**config.mk**
```make
export PLATFORM = sky130hd
export DESIGN_NAME = keypad_led_output_control
export DESIGN_NICKNAME = d
export VERILOG_FILES = /design/src/logic/keypad_pkg.sv /design/src/logic/keypad_led_output_control.sv /design/src/logic/keypad_pwm.sv
export SDC_FILE = /design/constraint.sdc
export NUM_CORES = 1
export LEC_CHECK = 0
export BUFFER_PORTS_ARGS = -buffer_cell sky130_fd_sc_hd__buf_2
export CAP_MARGIN = 20
export CORE_AREA = 2 2 95 69
export CTS_CLUSTER_DIAMETER = 200
export DETAILED_ROUTE_END_ITERATION = 12
export DIE_AREA = 0 0 97 71
export GPL_TIMING_DRIVEN = 0
export PLACE_DENSITY = 0.69
export SYNTH_ARGS = -nofsm -noshare
export SYNTH_HDL_FRONTEND = slang
export SYNTH_SLANG_ARGS = --single-unit
export TNS_END_PERCENT = 20
```
**constraint.sdc**
```tcl
create_clock -name clk_i -period 6.05 [get_ports clk_i]
set_input_delay 1.21 -clock clk_i [delete_from_list [all_inputs] [get_ports clk_i]]
set_output_delay 1.21 -clock clk_i [all_outputs]
set_load 0.005 [all_outputs]
```
**src/logic/keypad_pkg.sv**
```systemverilog
// Shared constants and types for the keypad LED output control.
package keypad_pkg;

  localparam logic [7:0] CTRL_ADDR    = 8'h00;
  localparam logic [7:0] BRIGHT_ADDR  = 8'h01;
  localparam logic [7:0] CURRENT_ADDR = 8'h02;
  localparam logic [7:0] GPIO_ADDR    = 8'h06;
  localparam logic [7:0] EXTSEL_ADDR  = 8'h08;

  localparam int PWM_PIN_EN_BIT  = 4;
  localparam int OUT1_CODE_LSB   = 4;
  localparam int OUT2_CODE_LSB   = 2;
  localparam int OUT3_CODE_LSB   = 0;
  localparam int BRIGHT_CODE_LSB = 1;

  localparam logic [5:0] CTRL_RESET    = 6'h08;
  localparam logic [6:0] BRIGHT_RESET  = 7'h00;
  localparam logic [5:0] CURRENT_RESET = 6'h00;
  localparam logic [4:0] GPIO_RESET    = 5'h00;
  localparam logic [2:0] EXTSEL_RESET  = 3'h0;

  localparam int CLK_HZ            = 10_000_000;
  localparam int PWM_FREQ_HZ       = 20_000;
  localparam int PWM_PERIOD_CYCLES = CLK_HZ / PWM_FREQ_HZ;

  typedef struct packed {
    logic keypad_enable;
    logic internal_pwm_select;
    logic output_mode_select;
    logic out3_on;
    logic out2_on;
    logic out1_on;
  } ctrl_type;

  typedef struct packed {
    logic [2:0] balance;
    logic [2:0] brightness;
    logic       overlap;
  } bright_type;

endpackage

```
**src/logic/keypad_led_output_control.sv**
```systemverilog
// Keypad LED output control: registers, mode selection and output gating.
// Behaviour
// - Direct mode: output follows its enable bit.
// - Brightness register ignored in direct mode.
// - Mode bit: high switch, low current; reset switch.
// - Current register 02H holds three two-bit codes.
// - Code scales sink current quarter to full.
// - External PWM needs pin enable and keypad enable.
// - External PWM drives only enabled, selected outputs.
// - External PWM input is active high.
// - Internal PWM off: selected outputs follow input.
// - Internal PWM on: gated by external input.
// - Internal PWM runs near 20 kHz.
// - Enable bits stay individual enables under external PWM.
// - Mode, enables, keypad enable live in 00H.
// - Three-bit logarithmic duty code, 1/64 doubling.
module keypad_led_output_control
  import keypad_pkg::*;
(
  input  wire logic       clk_i,
  input  wire logic       rst_i,
  input  wire logic [7:0] reg_addr_i,
  input  wire logic [7:0] reg_wdata_i,
  input  wire logic       reg_write_i,
  input  wire logic       pwm_pin_i,
  output logic [7:0]      reg_rdata_o,
  output logic            led_out_1_o,
  output logic            led_out_2_o,
  output logic            led_out_3_o,
  output logic            switch_mode_o,
  output logic [1:0]      out1_current_code_o,
  output logic [1:0]      out2_current_code_o,
  output logic [1:0]      out3_current_code_o
);

  ////////////////////////////////////////////////////////////////////////////
  // Registers.

  ctrl_type   ctrl;
  ctrl_type   next_ctrl;
  bright_type bright;
  bright_type next_bright;
  logic [5:0] current_codes;
  logic [5:0] next_current_codes;
  logic [4:0] gpio_ctrl;
  logic [4:0] next_gpio_ctrl;
  logic [2:0] ext_select;
  logic [2:0] next_ext_select;
  logic [7:0] next_rdata;

  always_comb begin
    next_ctrl          = ctrl;
    next_bright        = bright;
    next_current_codes = current_codes;
    next_gpio_ctrl     = gpio_ctrl;
    next_ext_select    = ext_select;
    if (reg_write_i) begin
      case (reg_addr_i)
        CTRL_ADDR:    next_ctrl = ctrl_type'(reg_wdata_i[5:0]);
        BRIGHT_ADDR:  next_bright = bright_type'(reg_wdata_i[6:0]);
        CURRENT_ADDR: next_current_codes = reg_wdata_i[5:0];
        GPIO_ADDR:    next_gpio_ctrl = reg_wdata_i[4:0];
        EXTSEL_ADDR:  next_ext_select = reg_wdata_i[2:0];
        default:      next_ctrl = ctrl;
      endcase
    end
    case (reg_addr_i)
      CTRL_ADDR:    next_rdata = {2'h0, ctrl};
      BRIGHT_ADDR:  next_rdata = {1'h0, bright};
      CURRENT_ADDR: next_rdata = {2'h0, current_codes};
      GPIO_ADDR:    next_rdata = {3'h0, gpio_ctrl};
      EXTSEL_ADDR:  next_rdata = {5'h00, ext_select};
      default:      next_rdata = 8'h00;
    endcase
  end

  always_ff @(posedge clk_i) begin
    if (rst_i) begin
      ctrl          <= ctrl_type'(CTRL_RESET);
      bright        <= bright_type'(BRIGHT_RESET);
      current_codes <= CURRENT_RESET;
      gpio_ctrl     <= GPIO_RESET;
      ext_select    <= EXTSEL_RESET;
      reg_rdata_o   <= 8'h00;
    end else begin
      ctrl          <= next_ctrl;
      bright        <= next_bright;
      current_codes <= next_current_codes;
      gpio_ctrl     <= next_gpio_ctrl;
      ext_select    <= next_ext_select;
      reg_rdata_o   <= next_rdata;
    end
  end

  ////////////////////////////////////////////////////////////////////////////
  // External PWM pin synchroniser and internal PWM.

  logic pin_meta;
  logic ext_pwm;
  logic int_pwm;

  always_ff @(posedge clk_i) begin
    if (rst_i) begin
      pin_meta <= 1'b0;
      ext_pwm  <= 1'b0;
    end else begin
      pin_meta <= pwm_pin_i;
      ext_pwm  <= pin_meta;
    end
  end

  keypad_pwm pwm_gen (
    .clk_i    (clk_i),
    .rst_i    (rst_i),
    .bright_i (bright.brightness),
    .pwm_o    (int_pwm)
  );

  ////////////////////////////////////////////////////////////////////////////
  // Output gating.

  logic [2:0] on_bits;
  logic [2:0] next_led;
  logic       ext_active;

  assign on_bits    = {ctrl.out3_on, ctrl.out2_on, ctrl.out1_on};
  assign ext_active = ctrl.keypad_enable & gpio_ctrl[PWM_PIN_EN_BIT];

  always_comb begin
    for (int i = 0; i < 3; i++) begin
      if (!ctrl.keypad_enable) begin
        next_led[i] = 1'b0;
      end else if (ext_active && ext_select[i]) begin
        // The enable bit remains the gate; the pin is active high.
        if (ctrl.internal_pwm_select) begin
          next_led[i] = on_bits[i] & ext_pwm & int_pwm;
        end else begin
          next_led[i] = on_bits[i] & ext_pwm;
        end
      end else if (ctrl.internal_pwm_select) begin
        next_led[i] = on_bits[i] & int_pwm;
      end else begin
        next_led[i] = on_bits[i];
      end
    end
  end

  always_ff @(posedge clk_i) begin
    if (rst_i) begin
      led_out_1_o         <= 1'b0;
      led_out_2_o         <= 1'b0;
      led_out_3_o         <= 1'b0;
      switch_mode_o       <= CTRL_RESET[3];
      out1_current_code_o <= 2'h0;
      out2_current_code_o <= 2'h0;
      out3_current_code_o <= 2'h0;
    end else begin
      led_out_1_o         <= next_led[0];
      led_out_2_o         <= next_led[1];
      led_out_3_o         <= next_led[2];
      switch_mode_o       <= ctrl.output_mode_select;
      out1_current_code_o <= current_codes[OUT1_CODE_LSB +: 2];
      out2_current_code_o <= current_codes[OUT2_CODE_LSB +: 2];
      out3_current_code_o <= current_codes[OUT3_CODE_LSB +: 2];
    end
  end
endmodule

```
**src/logic/keypad_pwm.sv**
```systemverilog
// Internal keypad PWM generator with logarithmic brightness.
module keypad_pwm
  import keypad_pkg::*;
(
  input  wire logic       clk_i,
  input  wire logic       rst_i,
  input  wire logic [2:0] bright_i,
  output logic            pwm_o
);

  logic [8:0] cnt;
  logic [8:0] next_cnt;
  logic       next_pwm;

  // Returns the on-time in cycles; zero at code 0, and each step from code 1 up doubles the duty.
  function automatic logic [8:0] duty_cycles(input logic [2:0] code);
    logic [8:0] full;
    full = 9'(PWM_PERIOD_CYCLES);
    if (code == 3'h0) begin
      return 9'h000;
    end
    return full >> (3'h7 - code);
  endfunction

  always_comb begin
    next_cnt = (cnt == 9'(PWM_PERIOD_CYCLES - 1)) ? 9'h000 : cnt + 9'h001;
    next_pwm = next_cnt < duty_cycles(bright_i);
  end

  always_ff @(posedge clk_i) begin
    if (rst_i) begin
      cnt   <= 9'h000;
      pwm_o <= 1'b0;
    end else begin
      cnt   <= next_cnt;
      pwm_o <= next_pwm;
    end
  end
endmodule
```
==> metrics.log <==
[metrics] root cell of the clock tree: sky130_fd_sc_hd__clkbuf_8
[metrics] clock tree skew after final layout: 0.006309 ns
[metrics] Critical Path Max Stage Delay: 0.54 ns
[metrics] filler instances: about 570
[metrics] Routed wire per std cell: 14.28 um
[metrics] number of buffers inserted during clock tree synthesis: 5
[metrics] DRT antenna net count: 0
[metrics] Final Setup Violations: 0
[metrics] Post-CTS Hold Buffers: 0
[metrics] r2r setup slk: between 3 and 4 ns
[metrics] clock network latency to the later pin of the worst-skew pair: roughly 0.32 ns
[metrics] number of antenna cells inserted: 0
[metrics] maximum vdd ir drop: around 0.13 mV
[metrics] part of the power in the clock network: 0.335
[metrics] most used cells in the layout excluding fill and tap cells: sky130_fd_sc_hd__dfxtp_1 (56), sky130_fd_sc_hd__nor2_1 (48), sky130_fd_sc_hd__buf_2 (35)
[metrics] kind of start point of the critical path: flop
[metrics] Die Outline Area: 0.006887 mm^2
[metrics] share of the clock period used by the worst path: 0.4535
[metrics] input/output buffers: 34
[metrics] sequential element share of the synthesized area: 0.4366
[metrics] starting density of the core: 0.4254
[metrics] Placeable Area: 0.006036 mm^2
[metrics] height of the die: 71 um
[metrics] Hold Path Sink: reg_rdata_o[6]
[metrics] maximum fanout count along the critical path: 10
[metrics] WP data required: 6.26 ns
[metrics] Detailed Routing Iterations Pass 1: 5
[metrics] grt met3 use: 0.05237
[metrics] via count of the first global-routing pass: 1832
[metrics] pwr/cell area: approximately 220 mW/mm^2
[metrics] number of enable-type register cells in the synthesized netlist: 0
[metrics] post-placement cell area: 0.002835 mm^2
[metrics] fraction of layout cells with a size suffix above 1: 0.1709
[metrics] number of cells on the worst reg-to-reg path: 10
[metrics] final std cell area, no fill: 0.002928 mm^2
[metrics] cells traversed along the worst timing path: ha_1 > nand2_1 > nor4_1 > clkbuf_1 > nor2_1 > ha_1 > nand2_1 > o21a_1 > o2111ai_1 > a21oi_1
[metrics] maximum capacitance violations: 0
[metrics] Async S/R FF share, synth: 0
[metrics] net count reported at finish: 344
[metrics] register area: between 0.001 and 0.0015 mm^2
[metrics] Area growth syn-to-layout: 14.04%
[metrics] post-synth cell types: 47
[metrics] Worst Tran Pin Value: 0.7012 ns
[metrics] destination of the worst register-to-register timing path: pwm_gen.pwm_o
[metrics] cell internal pwr: 471.8 uW
[metrics] met1 layer usage reported by global route: 0.2489
[metrics] share of power burned in combinational logic: 0.073
[metrics] slowest stage cell on the critical path: sky130_fd_sc_hd__nor4_1
[metrics] Post-Syn Area: 0.002567 mm^2
[metrics] Final Max Tran Viols: 0
[metrics] aggregate global routing overflow: 0
[metrics] DRC violations left: 0
[metrics] Longest Clk Path Bufs: 2
[metrics] clock tree from TritonCTS: yes
[metrics] combined buffer and inverter count along the critical path: 1
[metrics] Fin Setup TNS: 0 ns
[metrics] category of cells accounting for the largest share of critical-path delay: simple AND/OR/NAND/NOR gates
[metrics] class of the worst hold path: flop to flop
[metrics] global-route total usage across every layer: 0.1678
[metrics] # rows: 24
[metrics] GR Util met2: 0.2323
[metrics] 1st-iter DRT viols: about 120
[metrics] leakage power total: 1.123 nW
[metrics] CTS sink cnt: 56
[metrics] most congested layer reported by global routing: met1
[metrics] total via count in the routed design: 2098
[metrics] sequential share of power: 0.592
[metrics] reg-to-reg startpoint: pwm_gen.cnt[0]
[metrics] number of cells traversed by the worst hold path: 2
[metrics] final critical path time including I/O delays and setup: 2.744 ns
[metrics] Post-Synthesis Net Count: 303
[metrics] number of warnings reported in the yosys synthesis log: 0
[metrics] floorplan die width: 97 um
[metrics] maximum number of pins on one net before global-route repair: 19
[metrics] first-pass GRT wire length: 9.142 mm
[metrics] footprint of the multi-input gates: 0.001355 mm^2
[metrics] count of mapped cells out of synthesis: between 200 and 300
[metrics] post-CTS setup buffers: 0
[metrics] Sw Pwr: 159.5 uW
[metrics] GPL Wtd Cong: 0.8091
[metrics] endpoint class of the critical path: flop
[metrics] I/O pin count: 38
[metrics] dominant register cell in the synthesized netlist: sky130_fd_sc_hd__dfxtp_1
[metrics] Worst EP arrival: between 2 and 3 ns
[metrics] via count normalized by instance count: 5.325
[metrics] share of total power consumed by net switching: 0.2527
[metrics] Seq cells post-synth: 56
[metrics] clock-pin slew of the registers on the worst-case setup and hold paths: 0.11 ns
[metrics] post-detail-place hpwl: 4.234 mm
[metrics] Rel. slew slack: 0.5290
[metrics] unrepaired setup endpoints after global routing: no
[metrics] Mean Syn Cell Area: 9.370 um^2
[metrics] path type of the worst setup path: flop to flop
[metrics] number of gates given a new drive strength after cts: 0
[metrics] initial antenna violation count: 0
[metrics] most frequent standard cell in the layout excluding fill and tap cells: sky130_fd_sc_hd__dfxtp_1
[metrics] number of levels the H-tree was split into: 2
[metrics] total power: 631.3 uW
[metrics] run status: finished clean
[metrics] endpoints failing hold: 0
[metrics] fmax: roughly 360 MHz
[metrics] Worst Hold Launch: bright[6]
[metrics] Total Wirelength: 5.628 mm
## worst reg2reg max path: stages, from the launching register on
cell and delay, ns:
sky130_fd_sc_hd__dfxtp_1 0.41, sky130_fd_sc_hd__ha_1 0.24, sky130_fd_sc_hd__nand2_1 0.11, sky130_fd_sc_hd__nor4_1 0.54, sky130_fd_sc_hd__clkbuf_1 0.41, sky130_fd_sc_hd__nor2_1 0.11
sky130_fd_sc_hd__ha_1 0.31, sky130_fd_sc_hd__nand2_1 0.07, sky130_fd_sc_hd__o21a_1 0.20, sky130_fd_sc_hd__o2111ai_1 0.19, sky130_fd_sc_hd__a21oi_1 0.06
## routing by layer
| layer | wire [um] | share of wire |
|---|---|---|
| met1 | 2952 | 0.52 |
| met2 | 2211 | 0.39 |
| met3 | 408 | 0.072 |
| met4 | 55 | 0.0098 |
| met5 | 0 | 0 |
## synth_stat cells, drive strengths merged (2+ instances only)
| cell type | instances | area, um^2 |
|---|---|---|
| a21oi | 10 | 50.05 |
| a22oi | 7 | 52.55 |
| a32o | 3 | 30.03 |
| buf | 5 | 38.78 |
| clkbuf | 11 | 41.29 |
| dfxtp | 56 | 1121 |
| ha | 9 | 112.6 |
| inv | 3 | 11.26 |
| mux2i | 30 | 300.3 |
| nand2 | 15 | 56.30 |
| nand2b | 5 | 31.28 |
| nand3 | 5 | 25.02 |
| nand4 | 3 | 18.77 |
| nor2 | 48 | 180.2 |
| nor2b | 14 | 87.58 |
| nor3 | 10 | 55.05 |
| nor3b | 2 | 15.01 |
| nor4 | 3 | 48.80 |
| o21ai | 3 | 15.01 |
| o2bb2ai | 3 | 26.28 |
| o31ai | 2 | 15.01 |
| o32a | 2 | 20.02 |
| or2 | 3 | 18.77 |
| or4 | 3 | 30.03 |
| xnor2 | 5 | 43.79 |
## sequential cells by signal (all words and copies together) (netlist names), 2 cells and up
signal               flops
out3_current_code_o      2
out2_current_code_o      2
bright                   7
current_codes            6
pwm_gen.cnt              9
ext_select               3
reg_rdata_o              7
ctrl                     6
gpio_ctrl                5
out1_current_code_o      2
## kinds of logic after synthesis
group,share of synthesized area
mux,0.1170
other cells,0.001461
compound gates,0.1028
flops,0.4366
fa+ha+maj,0.04386
simple gates,0.2456
xor+xnor,0.01706
buf+inv,0.03557
## power groups by stage
stage          clock network, mW  registers, mW  logic, mW
6_report                   0.211          0.374     0.0461
3_5_place_dp                   0          0.382     0.0458
3_3_place_gp                   0          0.382     0.0447
2_1_floorplan                  0          0.382     0.0287
5_1_grt                    0.226          0.375     0.0511
4_1_cts                    0.214          0.374     0.0461
## per-stage QoR
step | hold slack, ns | util | cells | setup WS (ns)
after CTS | 0.4470 | 0.4851 | 394 | 3.292
after global routing | 0.4654 | 0.4851 | 394 | 3.007
after floorplan | 0.4135 | - | 274 | 3.222
after detailed placement | 0.4285 | 0.4697 | 386 | 2.993
final | 0.4457 | 0.4851 | 394 | 3.306
after global placement | 0.4209 | 0.4697 | 386 | 2.994
## how the worst max path moves through the flow
stage,end,startpoint,slack [ns],depth (start not counted)
after floorplan,gpio_ctrl[0],reg_addr_i[5],3.22,6
after global placement,bright[0],reg_addr_i[5],2.99,6
after detailed placement,current_codes[0],reg_addr_i[5],2.99,6
after CTS,pwm_gen.pwm_o,pwm_gen.cnt[0],3.29,10
after global routing,pwm_gen.pwm_o,pwm_gen.cnt[0],3.01,10
final,pwm_gen.pwm_o,pwm_gen.cnt[0],3.31,10
## layout make-up
| cell class | instances | share of cell area |
|---|---|---|
| Inverter | 3 | 0.003846 |
| Buffer | 16 | 0.02735 |
| Tap cell | 78 | 0.03333 |
| Clock inverter | 3 | 0.008120 |
| Multi-Input combinational cell | 199 | 0.4628 |
| Clock buffer | 5 | 0.02350 |
| Timing Repair Buffer | 34 | 0.05812 |
| Sequential cell | 56 | 0.3829 |
Note: power is estimated with default switching activity, not from simulation.
